===== src/include/i2csp_pkg.sv =====
/*
 * constants for the i2c slave port core: mode codes, address pattern,
 * bit counts and status-vector layout.
 * assumes a single 50 MHz system clock domain.
 */
package i2csp_pkg;
	// mode field encodings
	localparam logic [3:0] MODE_MASTER = 4'h8;
	localparam logic [3:0] MODE_FW_MASTER = 4'hb;
	localparam logic [3:0] MODE_SLV7 = 4'h6;
	localparam logic [3:0] MODE_SLV10 = 4'h7;
	localparam logic [3:0] MODE_SLV7_SP = 4'he;
	localparam logic [3:0] MODE_SLV10_SP = 4'hf;
	// ten-bit address header prefix
	localparam logic [4:0] TEN_BIT_PREFIX = 5'h1e;
	// bit counter values (count of rising edges in a byte)
	localparam logic [3:0] BIT_LAST_DATA = 4'h8;
	localparam logic [3:0] BIT_ACK = 4'h9;
	// status vector bit positions
	localparam int ST_BF = 0;
	localparam int ST_UA = 1;
	localparam int ST_RW = 2;
	localparam int ST_START = 3;
	localparam int ST_STOP = 4;
	localparam int ST_DA = 5;
	localparam logic [5:0] STATUS_RESET = 6'h00;
	// start condition generator hold, in system cycles
	localparam int START_HOLD_NS = 5000;
	localparam int SYS_PERIOD_NS = 20;
	localparam int START_HOLD_CYC = (START_HOLD_NS + SYS_PERIOD_NS - 1) / SYS_PERIOD_NS;
	localparam logic [7:0] START_HOLD_COUNT = START_HOLD_CYC[7:0];
	// slave byte-phase states
	typedef enum logic [2:0] {
		I2CSP_IDLE = 3'b000,
		I2CSP_ADDR = 3'b001,
		I2CSP_RX = 3'b010,
		I2CSP_TX = 3'b011,
		I2CSP_WAIT_ADDR2 = 3'b100
	} i2csp_state_type;
endpackage


===== src/rtl/i2csp_core.sv =====
/*
 * i2c slave port core: start/stop detect, 7/10-bit address match,
 * automatic ack, buffer-full/overflow, clock stretching, transmit.
 * assumes external pull-ups and an external master; firmware drives
 * the plain control ports and pulses the strobes for one cycle.
 */
`timescale 1ns/10ps
// Operation
// - master mode start bit makes start, self-clears
// - slave stretch enable stretches receive only
// - busy port refuses ctrl sets; busy master refuses start set, buffer writes
// - works only when enabled; mode field selects
// - pins open-drain only when direction selects input
// - interrupt on match; optionally start/stop
// - auto ack and buffer load on match/data
// - full or overflow: no ack, no load; interrupt on data bytes only
// - buffer read clears full; overflow cleared by firmware
// - wait start, shift eight bits on rise
// - compare upper seven bits on eighth fall
// - match: load, full, ack, flag on ninth
// - ten-bit header 11110 a9 a8 write
// - ten-bit write header and low byte set update flag, hold clock
// - repeated start read header sets flag, full, rw; no update flag
// - write match clears rw, loads, acks
// - interrupt flag for every data byte
// - stretch enable holds clock after received data
// - read match sets rw, acks, always holds clock
// - buffer write loads shift register; release clock
// - transmit bits change on falling scl
// - master ack latched on ninth rise; nack resets
// - cleared release bit holds clock low
// - mode codes 0110 0111 1110 1111
// - update flag shows address rewrite needed
module i2csp_core (
	input wire logic sys_clk,
	input wire logic rst_n,
	input wire logic port_enable_bit,
	input wire logic [3:0] mode_select_field,
	input wire logic [1:0] pin_direction_control,
	input wire logic stretch_or_start_enable_set,
	input wire logic stretch_or_start_enable_clr,
	input wire logic [3:0] master_ctrl_set,
	input wire logic [7:0] own_address_wdata,
	input wire logic own_address_wr,
	input wire logic [7:0] data_buffer_wdata,
	input wire logic data_buffer_wr,
	input wire logic data_buffer_rd,
	input wire logic clock_release_set,
	input wire logic clock_release_clr,
	input wire logic overflow_clr,
	input wire logic interrupt_clr,
	input wire logic scl_in,
	input wire logic sda_in,
	output logic scl_oe_n,
	output logic sda_oe_n,
	output logic scl_out,
	output logic sda_out,
	output logic [7:0] data_buffer,
	output logic [7:0] own_address_register,
	output logic [5:0] status_register,
	output logic receive_overflow_flag,
	output logic port_interrupt_flag,
	output logic clock_release_bit,
	output logic stretch_or_start_enable,
	output logic [3:0] master_ctrl
);
	import i2csp_pkg::*;

	logic scl_s, scl_rise, scl_fall; // synchronised clock and its edges
	logic sda_s, sda_rise, sda_fall; // synchronised data and its edges
	i2csp_state_type state; // byte phase
	logic [7:0] shift_register; // serial shifter
	logic [3:0] bit_cnt; // rising edges seen in this byte
	logic ack_drive; // pull sda low for ack
	logic tx_bit_low; // pull sda low for a zero data bit
	logic accept; // byte accepted (acked) this frame
	logic ten_hi_seen; // header of a ten-bit address accepted
	logic [7:0] start_cnt; // start generator timer
	logic in_frame; // between start and stop
	logic enabled, slave_mode, sp_irq, ten_mode, master_mode, busy;
	logic start_det, stop_det, byte_end, ninth_fall;
	logic addr_match7, hdr_match, low_match, is_addr_byte;
	logic buf_free;

	// pin synchronisers for the bus lines
	i2csp_sync u_scl_sync (
		.sys_clk(sys_clk),
		.rst_n(rst_n),
		.pin_in(scl_in),
		.level(scl_s),
		.rise(scl_rise),
		.fall(scl_fall)
	);
	i2csp_sync u_sda_sync (
		.sys_clk(sys_clk),
		.rst_n(rst_n),
		.pin_in(sda_in),
		.level(sda_s),
		.rise(sda_rise),
		.fall(sda_fall)
	);

	// mode decode; unlisted codes leave the port passive
	assign enabled = port_enable_bit;
	assign slave_mode = enabled && (mode_select_field == MODE_SLV7 ||
		mode_select_field == MODE_SLV10 || mode_select_field == MODE_SLV7_SP ||
		mode_select_field == MODE_SLV10_SP);
	assign ten_mode = mode_select_field[0]; // odd slave codes are ten-bit
	assign sp_irq = mode_select_field[3]; // start/stop interrupt variants
	assign master_mode = enabled && (mode_select_field == MODE_MASTER ||
		mode_select_field == MODE_FW_MASTER);
	// busy while a frame runs or a master sequence is pending
	assign busy = in_frame || (master_ctrl != 4'h0) || (start_cnt != 8'h00);

	// start and stop are sda edges while scl is high
	assign start_det = sda_fall && scl_s;
	assign stop_det = sda_rise && scl_s;
	assign byte_end = scl_fall && bit_cnt == BIT_LAST_DATA; // eighth fall
	assign ninth_fall = scl_fall && bit_cnt == BIT_ACK;
	assign buf_free = !status_register[ST_BF] && !receive_overflow_flag;
	assign addr_match7 = shift_register[7:1] == own_address_register[7:1];
	assign hdr_match = shift_register[7:3] == TEN_BIT_PREFIX &&
		shift_register[2:1] == own_address_register[2:1];
	assign low_match = shift_register == own_address_register;
	assign is_addr_byte = state == I2CSP_ADDR || state == I2CSP_WAIT_ADDR2;

	// frame tracking
	always_ff @(posedge sys_clk or negedge rst_n) begin
		if (!rst_n) begin
			in_frame <= 1'b0;
		end else if (!slave_mode) begin
			in_frame <= 1'b0;
		end else if (start_det) begin
			in_frame <= 1'b1;
		end else if (stop_det) begin
			in_frame <= 1'b0;
		end
	end

	// bit counter: counts scl rises, wraps after the ack clock
	always_ff @(posedge sys_clk or negedge rst_n) begin
		if (!rst_n) begin
			bit_cnt <= 4'h0;
		end else if (!slave_mode || start_det || stop_det) begin
			bit_cnt <= 4'h0;
		end else if (scl_rise && state != I2CSP_IDLE) begin
			bit_cnt <= bit_cnt + 4'h1;
		end else if (ninth_fall) begin
			bit_cnt <= 4'h0;
		end
	end

	// shift register: samples on rise, shifts out on fall, loads on write
	always_ff @(posedge sys_clk or negedge rst_n) begin
		if (!rst_n) begin
			shift_register <= 8'h00;
		end else if (data_buffer_wr && !in_frame_rx_block()) begin
			shift_register <= data_buffer_wdata;
		end else if (scl_rise && bit_cnt < BIT_LAST_DATA && state != I2CSP_IDLE &&
				state != I2CSP_TX) begin
			shift_register <= {shift_register[6:0], sda_s};
		end else if (scl_fall && state == I2CSP_TX && bit_cnt != 4'h0 &&
				bit_cnt < BIT_LAST_DATA) begin
			shift_register <= {shift_register[6:0], 1'b0};
		end
	end

	// buffer writes refused during master activity (no queueing)
	function automatic logic in_frame_rx_block();
		in_frame_rx_block = master_mode && busy;
	endfunction

	// byte-phase state machine
	always_ff @(posedge sys_clk or negedge rst_n) begin
		if (!rst_n) begin
			state <= I2CSP_IDLE;
			ten_hi_seen <= 1'b0;
			accept <= 1'b0;
		end else if (!slave_mode || stop_det) begin
			state <= I2CSP_IDLE;
			ten_hi_seen <= 1'b0;
			accept <= 1'b0;
		end else if (start_det) begin
			state <= I2CSP_ADDR; // repeated start too
			accept <= 1'b0;
		end else if (byte_end) begin
			case (state)
				I2CSP_ADDR: begin
					if (!ten_mode) begin
						accept <= addr_match7 && buf_free;
					end else if (hdr_match && !shift_register[0]) begin
						accept <= buf_free;
					end else if (hdr_match && shift_register[0] && ten_hi_seen) begin
						accept <= buf_free;
					end else begin
						accept <= 1'b0;
					end
				end
				I2CSP_WAIT_ADDR2: accept <= low_match && buf_free;
				I2CSP_RX: accept <= buf_free;
				default: accept <= 1'b0;
			endcase
		end else if (scl_rise && bit_cnt == BIT_LAST_DATA && state == I2CSP_TX) begin
			// master ack on ninth rise; nack ends the transfer
			if (sda_s) begin
				state <= I2CSP_IDLE;
			end
		end else if (ninth_fall) begin
			case (state)
				I2CSP_ADDR: begin
					if (!accept) begin
						state <= I2CSP_IDLE;
					end else if (shift_register[0]) begin
						state <= I2CSP_TX;
					end else if (ten_mode) begin
						state <= I2CSP_WAIT_ADDR2;
						ten_hi_seen <= 1'b1;
					end else begin
						state <= I2CSP_RX;
					end
				end
				I2CSP_WAIT_ADDR2: state <= accept ? I2CSP_RX : I2CSP_IDLE;
				I2CSP_RX: state <= I2CSP_RX;
				I2CSP_TX: state <= I2CSP_TX;
				default: state <= I2CSP_IDLE;
			endcase
		end
	end

	// ack and transmit drive on sda
	always_ff @(posedge sys_clk or negedge rst_n) begin
		if (!rst_n) begin
			ack_drive <= 1'b0;
			tx_bit_low <= 1'b0;
		end else if (!slave_mode || start_det || stop_det) begin
			ack_drive <= 1'b0;
			tx_bit_low <= 1'b0;
		end else if (byte_end) begin
			ack_drive <= (state != I2CSP_TX) && next_accept();
			tx_bit_low <= 1'b0;
		end else if (ninth_fall) begin
			ack_drive <= 1'b0;
			tx_bit_low <= (state == I2CSP_TX || (state == I2CSP_ADDR && accept &&
				shift_register[0])) ? !shift_register[7] : 1'b0;
		end else if (scl_fall && state == I2CSP_TX && bit_cnt < BIT_LAST_DATA) begin
			tx_bit_low <= !shift_register[6];
		end else if (data_buffer_wr && state == I2CSP_TX && bit_cnt == 4'h0) begin
			// new byte's msb must stand before the first rise
			tx_bit_low <= !data_buffer_wdata[7];
		end else if (state != I2CSP_TX) begin
			tx_bit_low <= 1'b0;
		end
	end

	// accept decision on the eighth fall; any ten-bit header match passes, rw ignored
	function automatic logic next_accept();
		case (state)
			I2CSP_ADDR: next_accept = buf_free && (ten_mode ? hdr_match : addr_match7);
			I2CSP_WAIT_ADDR2: next_accept = buf_free && low_match;
			I2CSP_RX: next_accept = buf_free;
			default: next_accept = 1'b0;
		endcase
	endfunction

	// data buffer, status and overflow
	always_ff @(posedge sys_clk or negedge rst_n) begin
		if (!rst_n) begin
			data_buffer <= 8'h00;
			status_register <= STATUS_RESET;
			receive_overflow_flag <= 1'b0;
		end else if (!enabled) begin
			status_register <= STATUS_RESET;
			receive_overflow_flag <= 1'b0;
		end else begin
			if (overflow_clr) begin
				receive_overflow_flag <= 1'b0;
			end
			if (data_buffer_rd) begin
				status_register[ST_BF] <= 1'b0;
			end
			if (own_address_wr) begin
				status_register[ST_UA] <= 1'b0;
			end
			if (data_buffer_wr && !in_frame_rx_block()) begin
				data_buffer <= data_buffer_wdata;
				status_register[ST_BF] <= state == I2CSP_TX || slave_mode;
			end
			if (start_det && slave_mode) begin
				status_register[ST_START] <= 1'b1;
				status_register[ST_STOP] <= 1'b0;
			end
			if (stop_det && slave_mode) begin
				status_register[ST_STOP] <= 1'b1;
				status_register[ST_START] <= 1'b0;
			end
			if (byte_end && slave_mode && state != I2CSP_TX && state != I2CSP_IDLE) begin
				if (next_accept()) begin
					data_buffer <= shift_register;
					status_register[ST_BF] <= 1'b1; // set wins over read clear
					status_register[ST_DA] <= state == I2CSP_RX;
					if (state == I2CSP_ADDR) begin
						status_register[ST_RW] <= shift_register[0];
					end
					// low byte always needs a rewrite, a read header never
					if (ten_mode && is_addr_byte &&
							(state == I2CSP_WAIT_ADDR2 || !shift_register[0])) begin
						status_register[ST_UA] <= 1'b1;
					end
				end else if (state == I2CSP_RX || status_register[ST_BF]) begin
					receive_overflow_flag <= 1'b1; // byte lost
				end
			end
			if (scl_rise && bit_cnt == BIT_LAST_DATA && state == I2CSP_TX && sda_s) begin
				status_register <= STATUS_RESET; // nack resets slave status
			end
		end
	end

	// interrupt flag: set wins over firmware clear
	// idle at a ninth fall only follows a nacked transmit byte
	always_ff @(posedge sys_clk or negedge rst_n) begin
		if (!rst_n) begin
			port_interrupt_flag <= 1'b0;
		end else if (slave_mode && ((ninth_fall && (accept || state == I2CSP_IDLE ||
				state == I2CSP_RX || state == I2CSP_TX)) ||
				(sp_irq && (start_det || stop_det)))) begin
			port_interrupt_flag <= 1'b1;
		end else if (interrupt_clr) begin
			port_interrupt_flag <= 1'b0;
		end
	end

	// clock release bit: hardware clears it to stretch, firmware sets it
	always_ff @(posedge sys_clk or negedge rst_n) begin
		if (!rst_n) begin
			clock_release_bit <= 1'b1;
		end else if (slave_mode && ninth_fall && accept && state == I2CSP_ADDR &&
				shift_register[0]) begin
			clock_release_bit <= 1'b0; // read match always stretches
		end else if (slave_mode && ninth_fall && state == I2CSP_TX &&
				!status_register[ST_BF]) begin
			clock_release_bit <= 1'b0;
		end else if (slave_mode && ninth_fall && state == I2CSP_RX &&
				stretch_or_start_enable && status_register[ST_BF]) begin
			clock_release_bit <= 1'b0;
		end else if (clock_release_set) begin
			clock_release_bit <= 1'b1;
		end else if (clock_release_clr) begin
			clock_release_bit <= 1'b0;
		end
	end

	// stretch and master control bits; ctrl set refused while busy, stretch set refused only while master busy
	always_ff @(posedge sys_clk or negedge rst_n) begin
		if (!rst_n) begin
			stretch_or_start_enable <= 1'b0;
			master_ctrl <= 4'h0;
			start_cnt <= 8'h00;
		end else begin
			if (stretch_or_start_enable_set && !(master_mode && busy)) begin
				stretch_or_start_enable <= 1'b1;
				if (master_mode) begin
					start_cnt <= START_HOLD_COUNT;
				end
			end else if (stretch_or_start_enable_clr) begin
				stretch_or_start_enable <= 1'b0;
			end else if (master_mode && stretch_or_start_enable && start_cnt == 8'h01) begin
				stretch_or_start_enable <= 1'b0; // self-clear when done
			end
			if (start_cnt != 8'h00) begin
				start_cnt <= start_cnt - 8'h01;
			end
			if (master_ctrl_set != 4'h0 && !busy) begin
				master_ctrl <= master_ctrl_set;
			end else if (!master_mode) begin
				master_ctrl <= 4'h0;
			end
		end
	end

	// own address register; writing it also releases the ten-bit hold
	always_ff @(posedge sys_clk or negedge rst_n) begin
		if (!rst_n) begin
			own_address_register <= 8'h00;
		end else if (own_address_wr) begin
			own_address_register <= own_address_wdata;
		end
	end

	// open-drain pins: only driven low, only with direction set to input
	always_comb begin
		scl_out = 1'b0;
		sda_out = 1'b0;
		scl_oe_n = 1'b1;
		sda_oe_n = 1'b1;
		if (enabled && pin_direction_control == 2'b11) begin
			// address hold waits for the ninth fall so the ack clock can finish
			if (slave_mode && !scl_s && (!clock_release_bit ||
					(status_register[ST_UA] && bit_cnt == 4'h0))) begin
				scl_oe_n = 1'b0; // hold clock low
			end
			if (slave_mode && (ack_drive || tx_bit_low)) begin
				sda_oe_n = 1'b0;
			end
			if (master_mode && start_cnt != 8'h00) begin
				sda_oe_n = 1'b0; // start: sda low while scl high
			end
		end
	end
endmodule


===== src/rtl/i2csp_sync.sv =====
/*
 * two flip-flop synchroniser with edge outputs for the scl/sda pins.
 * assumes the pins are asynchronous to sys_clk.
 */
`timescale 1ns/10ps
module i2csp_sync (
	input wire logic sys_clk,
	input wire logic rst_n,
	input wire logic pin_in,
	output logic level,
	output logic rise,
	output logic fall
);
	logic meta; // first stage, read only by the second
	logic stage2; // stable copy
	logic stage3; // previous stable copy for edges

	// synchroniser chain, resets to the idle-high bus level
	always_ff @(posedge sys_clk or negedge rst_n) begin
		if (!rst_n) begin
			meta <= 1'b1;
			stage2 <= 1'b1;
			stage3 <= 1'b1;
		end else begin
			meta <= pin_in;
			stage2 <= meta;
			stage3 <= stage2;
		end
	end

	assign level = stage2;
	assign rise = stage2 & ~stage3; // one-cycle pulse
	assign fall = ~stage2 & stage3; // one-cycle pulse
endmodule


===== config.mk =====
export PLATFORM = sky130hd
export DESIGN_NAME = i2csp_core
export DESIGN_NICKNAME = d
export VERILOG_FILES = /design/src/include/i2csp_pkg.sv /design/src/rtl/i2csp_core.sv /design/src/rtl/i2csp_sync.sv
export SDC_FILE = /design/constraint.sdc
export NUM_CORES = 1
export LEC_CHECK = 0
export BUFFER_PORTS_ARGS = -buffer_cell sky130_fd_sc_hd__clkbuf_2
export CORE_MARGIN = 2
export CORE_UTILIZATION = 45
export CTS_CLUSTER_DIAMETER = 120
export DETAILED_ROUTE_END_ITERATION = 7
export PLACE_DENSITY_LB_ADDON = 0.3
export RECOVER_POWER = 100
export SLEW_MARGIN = 10
export SYNTH_ARGS = -nofsm -noshare
export SYNTH_HDL_FRONTEND = slang
export SYNTH_HIERARCHICAL = 1
export SYNTH_SLANG_ARGS = --single-unit

===== constraint.sdc =====
create_clock -name sys_clk -period 5.8 [get_ports sys_clk]
set_input_delay 0.58 -clock sys_clk [delete_from_list [all_inputs] [get_ports sys_clk]]
set_output_delay 0.58 -clock sys_clk [all_outputs]
set_load 0.1 [all_outputs]

* Yosys cells after proc, flatten, opt, wreduce, memory -nomap -nowiden
Cells that the tools add are included.
** Storage, ports and cells
- Output and inout port bits :: 34
- Input port bits :: 40
- Bits in registers :: 64
** Operators by class
- Add/subtract/negate cells :: 2
- Bitwise gates (word level) :: 8
- Equal/unequal tests :: 31
- Reductions and logical operators :: 120
- Order comparisons :: 1
- Mux-type cells :: 93
** Operators by type and width (count)
- 8-bit 2-to-1 mux :: 9
- 1-bit logical AND :: 61
- 1-bit 2-to-1 mux :: 60
- 3-bit 2-to-1 mux :: 11
- 4-bit equality test, second input constant :: 6
- 1-bit logical OR :: 21
- 4-bit 2-to-1 mux :: 5
- 3-bit nonzero test :: 6
- 4-bit nonzero test :: 4
- 2-bit nonzero test :: 7
- 6-bit 2-to-1 mux :: 2
- 3-bit by 1-bit inequality test with 1-bit output, second input constant :: 4
- 3-bit case mux with 4 select lines :: 1
- 1-bit zero test :: 11
- 4-bit by 3-bit equality test with 1-bit output, second input constant :: 2
- 8-bit by 1-bit equality test with 1-bit output, second input constant :: 1
- 8-bit equality test :: 1
- 2-bit by 1-bit inequality test with 1-bit output, second input constant :: 4
- 8-bit AND reduction :: 1
- 8-bit nonzero test :: 1
- 8-bit by 1-bit subtractor with 8-bit output, second input constant :: 1
- 7-bit equality test :: 1
- 3-bit by 2-bit equality test with 1-bit output, second input constant :: 2
- 2-bit 2-to-1 mux :: 3
- other kinds (20) :: 30

* Depth between registers and ports, before layout
Gate-level depths: netlist of run 1.
- Word-level depth :: 14
- Depth in mapped cells :: 10
- Mapped depth without buffers :: 9

* By module
The synthesis of run 1 kept the hierarchy.
** Modules (own cells, without submodules)
- i2csp_core :: cells an instance 353, area each 3348.2 um2, instances 1
- i2csp_sync :: cells an instance 5, area each 93.8 um2, instances 2

* Worst setup path before layout of run 1
No wires, ideal clock.
- Kind :: input-to-output
- Start :: input port mode_select_field[0]
- End :: output port sda_oe_n
- Stages :: 5
- Data arrival time :: 2.264 ns
- Path slack :: 2.956 ns
- Path buffers :: 1
- Cell sequence :: clkbuf_1 -> xnor2_1 -> nand4b_1 -> o21ai_0 -> nand4_1
** Between the ends
- Word-level cells in the longest chain between the ends :: 9
- Elaborated cells on any way between the ends :: 17
- Classes of those cells :: 6 x eq/ne; 3 x mux; 8 x reduce/logical
** RTL lines
- start, declared :: line i2csp_core.sv:38 : input wire logic [3:0] mode_select_field,
- 4-bit by 3-bit equality test with 1-bit output (on tied branches) :: line i2csp_core.sv:105, i2csp_core.sv:106
- 1-bit logical OR :: line i2csp_core.sv:105 : assign slave_mode = enabled && (mode_select_field == MODE_SLV7 ||
- 1-bit logical OR (2 in a row) :: line i2csp_core.sv:106 : mode_select_field == MODE_SLV10 || mode_select_field == MODE_SLV7_SP ||
- 1-bit logical AND :: line i2csp_core.sv:105
- 1-bit logical AND :: line i2csp_core.sv:402 : if (slave_mode && (ack_drive || tx_bit_low)) begin
- 1-bit 2-to-1 mux :: line i2csp_core.sv:402
- 1-bit 2-to-1 mux (*) :: line i2csp_core.sv:405 : if (master_mode && start_cnt != 8'h00) begin
- 1-bit 2-to-1 mux (*) :: line i2csp_core.sv:396 : if (enabled && pin_direction_control == 2'b11) begin
- end, declared :: line i2csp_core.sv:55 : output logic sda_oe_n,
Mark *: on every way between the ends. The rest lies on a longest branch, timed or not.

* Worst setup path in the final report of run 1
- Start :: register start_cnt[3]
- End :: output port sda_oe_n
** Between the ends
- Word-level cells in the longest chain between the ends :: 4
** RTL lines
- start, declared :: line i2csp_core.sv:78 : logic [7:0] start_cnt;
- start signal, assigned :: line i2csp_core.sv:371 : start_cnt <= start_cnt - 8'h01;
- 8-bit nonzero test :: line i2csp_core.sv:405
- 1-bit logical AND :: line i2csp_core.sv:405
- 1-bit 2-to-1 mux :: line i2csp_core.sv:405
- 1-bit 2-to-1 mux :: line i2csp_core.sv:396
Every way passes these cells.

==> results of run 1 <==
-- per-stage QoR --
step / std cells / worst slack (ps) / area [sq um] / hold WS, ps
floorplan: 364 / 2960 / 3540 / 284
global placement: 520 / 2870 / 3930 / 346
detailed placement: 520 / 2740 / 3930 / 348
CTS: 536 / 2670 / 4190 / 301
global route: 536 / 1550 / 4100 / 296
finish: 536 / 2240 / 4100 / 313
-- cells by family after synthesis --
| group | count (synthesis) |
|---|---|
| AOI/OAI and AO/OA | 76 |
| xor gates and xnor gates | 17 |
| adders and majority gates | 6 |
| buffers and inverters | 36 |
| DFF | 64 |
| muxes | 22 |
| other | 1 |
| and+or+nand+nor | 141 |
-- Yosys cell counts (all sizes together), types with 4 or more instances --
library cell | number | area (sq um)
dfrtp | 57 | 1430
nand2 | 32 | 120
nor2 | 26 | 100
o21ai | 23 | 119
a21oi | 18 | 93.8
inv | 18 | 67.6
nand3 | 14 | 70.1
nor2b | 14 | 87.6
nor3 | 13 | 70.1
mux2 | 11 | 124
mux2i | 11 | 110
buf | 10 | 66.3
xnor2 | 9 | 78.8
clkbuf | 8 | 30.0
xor2 | 8 | 70.1
a221oi | 7 | 61.3
dfstp | 7 | 184
nor4b | 7 | 61.3
ha | 6 | 75.1
nand2b | 6 | 37.5
nand4b | 5 | 43.8
a22o | 4 | 35.0
a31oi | 4 | 25.0
and3 | 4 | 25.0
-- power breakdown --
part	internal, W	switching, W	total (W)
Sequential	0.000502	0.0000585	0.000560
Clock	0.000308	0.000179	0.000487
Combinational	0.0000930	0.000229	0.000322
-- worst max path at each step --
stage	depth (start not counted)	from	to	slack (ps)
after floorplan	5	mode_select_field[0]	sda_oe_n	2960
after global placement	6	port_enable_bit	data_buffer[0]	2870
after detailed placement	6	port_enable_bit	data_buffer[7]	2740
after CTS	6	start_cnt[3]	sda_oe_n	2670
after global routing	2	rst_n	bit_cnt[1]	1550
final	6	start_cnt[3]	sda_oe_n	2240
-- worst max-delay path: cells and delay by family (launching register included) --
family          cells  cell delay, ps
compound gates      1             130
buf+inv             1             880
flops               1             410
simple gates        4            1210
-- cell type report --
| type | instances | area (sq um) |
|---|---|---|
| clock buffers | 11 | 151 |
| well taps | 102 | 128 |
| multi-input cells | 264 | 1720 |
| inverters | 18 | 67.6 |
| repair buffers | 72 | 317 |
| fillers | 732 | 3590 |
| clock inverters | 5 | 103 |
| flip-flops and latches | 64 | 1610 |
-- state kept, by name, summed over array words and instances, names as in the netlist, 3 cells and up --
name and count:
data_buffer 8, own_address_register 8, shift_register 8, start_cnt 8
status_register 6, bit_cnt 4, master_ctrl 4, state 3
-- per-layer routing --
| metal | global-route usage (%) | up-vias |
|---|---|---|
| met5 | 0 | - |
| met2 | 32.6 | 67 |
| met3 | 3.58 | 16 |
| met4 | 8.70 | 0 |
| met1 | 28.6 | 1415 |
| li1 | - | 1434 |
-- placed cells by master, fill, tap and decap left out, types with 2 or more instances in the layout --
master and instances:
a31oi_1 4, nor4_1 3, xnor2_1 9, o21ai_0 23, inv_1 18, xor2_1 8, clkbuf_2 37, o31a_1 2
nand2b_1 6, ha_1 6, bufinv_16 3, nand3_1 14, mux2i_1 11, dfstp_2 5, o31ai_1 2, o32a_1 2
a21oi_1 18, and3_1 4, dfrtp_1 57, mux2_2 11, nand4_1 3, conb_1 2, clkbuf_1 35, and2b_2 2
nand3b_1 2, nor4b_1 7, or3_1 3, a22o_1 4, nand2_1 32, nor3b_1 2, clkbuf_8 11, nor3_1 12
nor2b_1 14, nand4b_1 5, nor2_1 26, a221oi_1 7, dfstp_1 2, or4_1 3, a22oi_1 2
==> metrics, run 1 <==
Post-Synth XOR/XNOR Area 4.21%; Pwr Total 0.00137 W; Hold EP u_scl_sync/meta; # diodes 0; Max VDD drop 0.000198 V; sequential element share of the synthesized area 45.5%; WL per Instance 15.8 um; Pre-antenna DRT Iters 7; synthesized flop and latch total 64; wl on met1 3880 um; Die Wd 92.6 um; Tmin final 3560 ps; post-CTS sizing 0; number of flops mapped to enable cells by yosys 0; Worst-path clk slew 80 ps; Cells on Worst Hold Path 1; GRT Overall Usage 20.8%; CP cell instances or3_1 -> or4_1 -> nor2_1 -> o21ai_0 -> nand4_1 -> clkbuf_1; Unique masters post-synth 59; ys async rst share 100%; Num CTS Buffers 9; Nets 475; Die Ht 92.6 um; hold crit path type in2reg; Worst slew margin -131%; Slew Viols, Final 66; min-delay src scl_in; Synth Area per Inst 9.74 sq um; WL met3 339 um; CP Launch Type register; Synth Area in Compound Gates 14.9%; CP max stage delay 880 ps; Max Buffers Root-to-Sink 2; worst slew pin tran 3460 ps; WP data required 5220 ps; highest net fanout along the worst path 4; row cnt 32; Post-DP HPWL 6140 um; Fin Setup TNS 0 ps; Synth Area in Adders 2.12%; FMAX 281 MHz; Pleak 1.72 nW; clk_skew 12.7 ps; Final Cycle Share 61.3%; WL met2 4110 um; final setup vio count 0; wire length of the first global-routing pass 14,000 um; pwr dens 334 nW/um^2; port bufs 71; number of global-route vias before repair 2,789; antenna-violating nets left 0; Root Buffer clkbuf_8; Post-route DRC 0; crit path kind reg2out; post-synthesis simple-gate area fraction 21.9%; setup bufs post-CTS 0; antenna violations before repair 0; crit end category primary output; Top Metal Used met4; GRT overflow 0; worst reg2reg path depth 8; crit path DAT 2980 ps; Core Box Area 7690 sq um; CTS tree done; R2R setup slack 2680 ps; largest family of logic cells by synthesized area simple AND/OR/NAND/NOR gates; clock sink total 64; post-synthesis mux area share 6.62%; Syn Inst Count 363; yosys warns 6; reg2reg end data_buffer[7]; RSZ-0062 raised after global routing false; Post-Syn Area 3540 sq um; number of DRC markers in iteration 0 155; outcome finished with violations; failing checks capacitance limit, slew limit; largest net degree at the start of global routing 65; share of post-route cells with drive strength above 1 17.1%; maxcap violations 2; Worst-Skew Late Latency 350 ps; Final Util 53.3%; Hold Violations, Final 0; Post-CTS Hold Fix Bufs 0; routability cong. 0.895; post-DR vias/cell 5.47; Initial Utilization 46.0%; vias 2,932; CP max-delay cell clkbuf_1; Area Overhead vs Synth 15.9%; Ports 74; die area 8580 sq um; top_reg_cell synth dfrtp_1; H-tree depth 3; Crit Reg-Reg Startpoint bit_cnt[0]; Routed WL 8490 um
No activity file was read; power rests on OpenSTA's default activity.
==> run 2: changes to the inputs <==
--- a/config.mk
+++ b/config.mk
@@ -5,6 +5,7 @@
 export SDC_FILE = /design/constraint.sdc
 export NUM_CORES = 1
 export LEC_CHECK = 0
+export ABC_AREA = 1
 export BUFFER_PORTS_ARGS = -buffer_cell sky130_fd_sc_hd__clkbuf_2
 export CORE_MARGIN = 2
 export CORE_UTILIZATION = 45
==> constraint.sdc (replaced) <==
create_clock -name sys_clk -period 3.3 [get_ports sys_clk]
set_input_delay 0.33 -clock sys_clk [delete_from_list [all_inputs] [get_ports sys_clk]]
set_output_delay 0.33 -clock sys_clk [all_outputs]
set_load 0.1 [all_outputs]
==> run 2 against run 1 <==
- the run still ends with capacitance limit, slew limit left
- sequential share of layout area down 2.3 points
- via count up 23%
- sequential cell count unchanged
- die area up 7.3%
- synthesized cell count up 40%
- register-to-register slack worse by 1900 ps
- combinational power up 93%
- final area up 6.2%
- largest power group unchanged
- critical path depth up 1
- sequential power up 73%
- critical path type unchanged
==> metrics, run 2 <==
outcome finished with violations; failing checks capacitance limit, slew limit; H-tree depth 3; Die Ht 96.0 um; GRT Overall Usage 22.5%; vias 3,598; highest net fanout along the worst path 5; port bufs 71; largest net degree at the start of global routing 65; antenna-violating nets left 0; CP Launch Type register; Synth top cells by count nand2_1 (130), inv_1 (78), dfrtp_1 (57), nand3_1 (37), nor2_1 (35); GRT overflow 0; crit end category primary output; hold crit path type in2reg; Die Wd 96.0 um; wire length of the first global-routing pass 15,700 um; clk_skew 6.53 ps; # diodes 0; Num CTS Buffers 9; Post-DP HPWL 7320 um; crit path kind reg2out; Area Overhead vs Synth 14.4%; Root Buffer clkbuf_8; CTS tree done; Filler cells 817; worst slew pin tran 1610 ps; Max Buffers Root-to-Sink 2; worst reg2reg path depth 12; Ports 74; synthesized flop and latch total 64; post-CTS sizing 0; Post-Syn Area 3800 sq um; CP endpoint sda_oe_n; Nets 625; setup slack after layout 597 ps; post-placement cell area 4220 sq um; Worst-path clk slew 70 ps; die area 9210 sq um; antenna violations before repair 0; clock sink total 64; maxcap violations 1; Worst-Skew Late Latency 350 ps; Pwr Total 0.00239 W; RSZ-0062 raised after global routing false; Initial Utilization 46.3%; ys async rst share 100%; sequential element share of the synthesized area 42.3%; Max VDD drop 0.000228 V; Post-CTS Hold Fix Bufs 0; top cell type's share of synthesized area 37.5%; reg2reg end data_buffer[0]; number of DRC markers in iteration 0 248; final setup vio count 0; WP data required 2970 ps; FMAX 370 MHz; R2R setup slack 740 ps; min-delay src sda_in; crit path DAT 2370 ps; WL per Instance 14.2 um; Final Cell Area 4350 sq um; Tmin final 2700 ps; post-DR vias/cell 5.22; Core Box Area 8220 sq um; number of global-route vias before repair 3,276; Pre-antenna DRT Iters 5; Pleak 2.14 nW; most numerous cell in the Yosys netlist nand2_1; Slew Viols, Final 65; commonest cells after routing, fill and taps aside nand2_1 (133), inv_1 (79), dfrtp_1 (57), clkbuf_2 (41), o21ai_0 (40); Hold Violations, Final 0; number of flops mapped to enable cells by yosys 0; most common cell after layout, fill and taps aside nand2_1; share of post-route cells with drive strength above 1 14.4%; top_reg_cell synth dfrtp_1; Fin Setup TNS 0 ps; Final Cycle Share 81.9%; row cnt 33; dpl ws 1040 ps; Crit Reg-Reg Startpoint bit_cnt[0]; Synth Area per Inst 7.50 sq um; Routed WL 9750 um; worst hold slack 60.9 ps; setup bufs post-CTS 0; Post-route DRC 0; Syn Inst Count 507; yosys warns 6; Worst Setup SP start_cnt[0]; Unique masters post-synth 43; synth top area cells dfrtp_1 (37%), nand2_1 (13%), inv_1 (7.7%), nand3_1 (4.9%), dfstp_2 (4.8%); Synth area leader dfrtp_1; routability cong. 0.921; pwr dens 550 nW/um^2; Worst slew margin -7.11%
==> run 2: area by class of cell <==
class | count | area (sq um) | share of cell area, %
clock buffer | 12 | 165 | 3.80
clock inverter | 4 | 75.1 | 1.73
inverter | 84 | 318 | 7.30
multi-input combinational | 347 | 1730 | 39.7
sequential | 64 | 1610 | 37.0
tap | 105 | 131 | 3.02
timing repair buffer | 73 | 325 | 7.48
==> run 2: report_power, final <==
part | switching, W | total, W | internal, W
clock | 0.000315 | 0.000802 | 0.000487
sequential | 0.0000871 | 0.000969 | 0.000882
combinational | 0.000471 | 0.000623 | 0.000152
==> run 2: worst min-delay path by stage <==
stage          cells after the start  slack (ps)                to
2_1_floorplan                      0          30            accept
3_3_place_gp                       0         350  u_sda_sync/level
3_5_place_dp                       0         350  u_scl_sync/level
4_1_cts                            1          50   u_scl_sync/meta
5_1_grt                            1          50   u_sda_sync/meta
6_report                           1          60   u_sda_sync/meta
==> run 2: worst max-delay path, cell delays in order, from the launching register on <==
cell and delay (ps):
dfrtp_1 400, inv_1 110, ha_1 150, inv_1 40, nor3_1 560, o21ai_0 200, nand2_1 100, clkbuf_2 450
==> run 2: stage by stage <==
stage          instances  utilization [%]
2_1_floorplan        508                -
3_3_place_gp         673             51.3
3_5_place_dp         673             51.3
4_1_cts              689             54.3
5_1_grt              689             53.0
6_report             689             53.0
==> run 2: kinds of logic (layout without fill, tap and decap cells) <==
group,Yosys count,count (layout),synth area share [%]
mux,1,1,0.263
flops,64,64,42.3
fa+ha+maj,6,6,1.97
compound gates,92,92,13.8
simple gates,246,246,30.7
buf+inv,97,173,10.8
other cells,1,2,0.0986
==> run 2: metal layers <==
| layer | share of wire (%) | global-route usage, % |
|---|---|---|
| met2 | 45 | 34.4 |
| met5 | 0 | 0 |
| met4 | 1.3 | 6.07 |
| met1 | 47 | 32.4 |
| met3 | 6.3 | 4.62 |
==> run 3: changes to the inputs <==
==> constraint.sdc (replaced) <==
create_clock -name sys_clk -period 2.6 [get_ports sys_clk]
set_input_delay 0.26 -clock sys_clk [delete_from_list [all_inputs] [get_ports sys_clk]]
set_output_delay 0.26 -clock sys_clk [all_outputs]
set_load 0.1 [all_outputs]
==> run 3 against run 2 <==
- the run still ends with capacitance limit, slew limit left
- largest cell class unchanged
- largest power group unchanged
- final area increased by 0.17%
- total power increased by 22%
- via count increased by 0.56%
==> metrics, run 3 (synthesis gave the netlist of run 2 again) <==
row cnt 33; Worst Path Buf+Inv 3; Nets 629; Filler cells 845; Post-Place Cells 674; hold crit path type in2reg; largest net degree at the start of global routing 39; CP max-delay cell clkbuf_2; Fin Setup TNS 0 ps; crit path DAT 2090 ps; Die Ht 96.0 um; Max VDD drop 0.000336 V; Slew Viols, Final 27; flip-flop and latch area 1610 sq um; Ports 74; Pre-antenna DRT Iters 5; post-DR vias/cell 5.22; Area Overhead vs Synth 14.6%; CP most frequent cell inv_1; port bufs 71; commonest cells after routing, fill and taps aside nand2_1 (138), inv_1 (79), dfrtp_1 (57), clkbuf_2 (41), nand3_1 (38); Core Box Area 8220 sq um; post-placement cell area 4240 sq um; die area 9210 sq um; Routed WL 9540 um; Post-DP HPWL 7360 um; H-tree depth 3; Num CTS Buffers 9; crit path kind reg2out; WP data required 2340 ps; FMAX 426 MHz; Max Buffers Root-to-Sink 2; clock sink total 64; Final Util 53.1%; Pleak 2.16 nW; pwr dens 667 nW/um^2; routability cong. 0.911; setup bufs post-CTS 0; Worst-path clk slew 70 ps; CTS tree done; CP cell instances inv_1 -> ha_1 -> inv_1 -> nor3_4 -> o21ai_0 -> nand2_1 -> clkbuf_2; final std cells w/o fill 693; antenna-violating nets left 0; clk_skew 12.2 ps; crit-path leading delay family buffers and inverters; Worst slew margin -6.24%; failing checks capacitance limit, slew limit; share of post-route cells with drive strength above 1 13.4%; Post-route DRC 0; number of global-route vias before repair 3,294; highest net fanout along the worst path 5; most common cell after layout, fill and taps aside nand2_1; final setup vio count 0; Hold Violations, Final 0; Initial Utilization 46.3%; Die Wd 96.0 um; wire length of the first global-routing pass 15,400 um; CP max stage delay 460 ps; crit end category primary output; vias 3,618; worst slew pin tran 1590 ps; WL per Instance 13.8 um; post-CTS sizing 0; Final Cycle Share 90.3%; CP Launch Type register; GRT Overall Usage 22.1%; RSZ-0062 raised after global routing false; worst hold slack 93.0 ps; outcome finished with violations; number of DRC markers in iteration 0 263; Final Cell Area 4360 sq um; antenna violations before repair 0; footprint of the multi-input gates 1720 sq um; # diodes 0; Tmin final 2350 ps; GRT overflow 0; maxcap violations 1; Worst-Skew Late Latency 350 ps; Root Buffer clkbuf_8
[run 3: cell count changes in the layout (fill, tap and decap cells not counted), sizes merged]
cell | previous run | this run
clkinv | 0 | 1
dlygate4sd3 | 0 | 3
buf | 0 | 2
clkinvlp | 2 | 1
bufinv | 2 | 1
[run 3: final timing paths]
kind / from / end / slack, ps / cells after the start
max: start_cnt[0] / sda_oe_n / 250 / 7
min in group asynchronous: rst_n / start_cnt[0] / 840 / 2
max in group asynchronous: rst_n / u_sda_sync/meta / 800 / 3
min reg2reg: u_sda_sync/meta / u_sda_sync/level / 360 / 0
max reg2reg: start_cnt[0] / data_buffer[0] / 290 / 14
min: stretch_or_start_enable_clr / stretch_or_start_enable / 90 / 2
[run 3: layout make-up]
type / count / area share, %
well taps: 105 / 3.01
inverters: 84 / 7.23
multi-input cells: 347 / 39.5
repair buffers: 77 / 8.70
clock buffers: 13 / 3.65
clock inverters: 3 / 0.976
flip-flops and latches: 64 / 36.9
[run 3: layer usage]
| layer | up-vias | global-route usage, % | wire length [um] |
|---|---|---|---|
| met5 | - | 0 | 0 |
| met4 | 0 | 9.29 | 161 |
| met3 | 13 | 3.13 | 467 |
| met2 | 101 | 32.8 | 4280 |
| met1 | 1705 | 32.2 | 4640 |
| li1 | 1799 | - | - |
[run 3: power by group]
group	leakage [nW]	switching (W)	internal (W)	total, W
logic	1.26	0.000604	0.000199	0.000803
registers	0.802	0.000108	0.00112	0.00123
clock network	0.0996	0.000386	0.000494	0.000880
total	2.16	0.00110	0.00181	0.00291
[run 3: per-stage QoR]
| stage | setup WS (ps) | power [W] |
|---|---|---|
| finish | 252 | 0.00291 |
| global route | 76.2 | 0.00307 |
| CTS | 247 | 0.00295 |
| detailed placement | 498 | 0.00206 |
| global placement | 525 | 0.00204 |
| floorplan | 411 | 0.00187 |
[run 3: worst reg2reg max path, delay by kind of cell, from the launching register on]
| kind | cells | cell delay [ps] |
|---|---|---|
| flops | 1 | 410 |
| buf+inv | 3 | 360 |
| simple gates | 10 | 1310 |
| fa+ha+maj | 1 | 170 |
[run 3: timing repair]
item                                    in CTS  in global routing
hold endpoints to repair                    28                  0
hold buffers                                 3                  0
endpoints found under the setup margin       0                  0
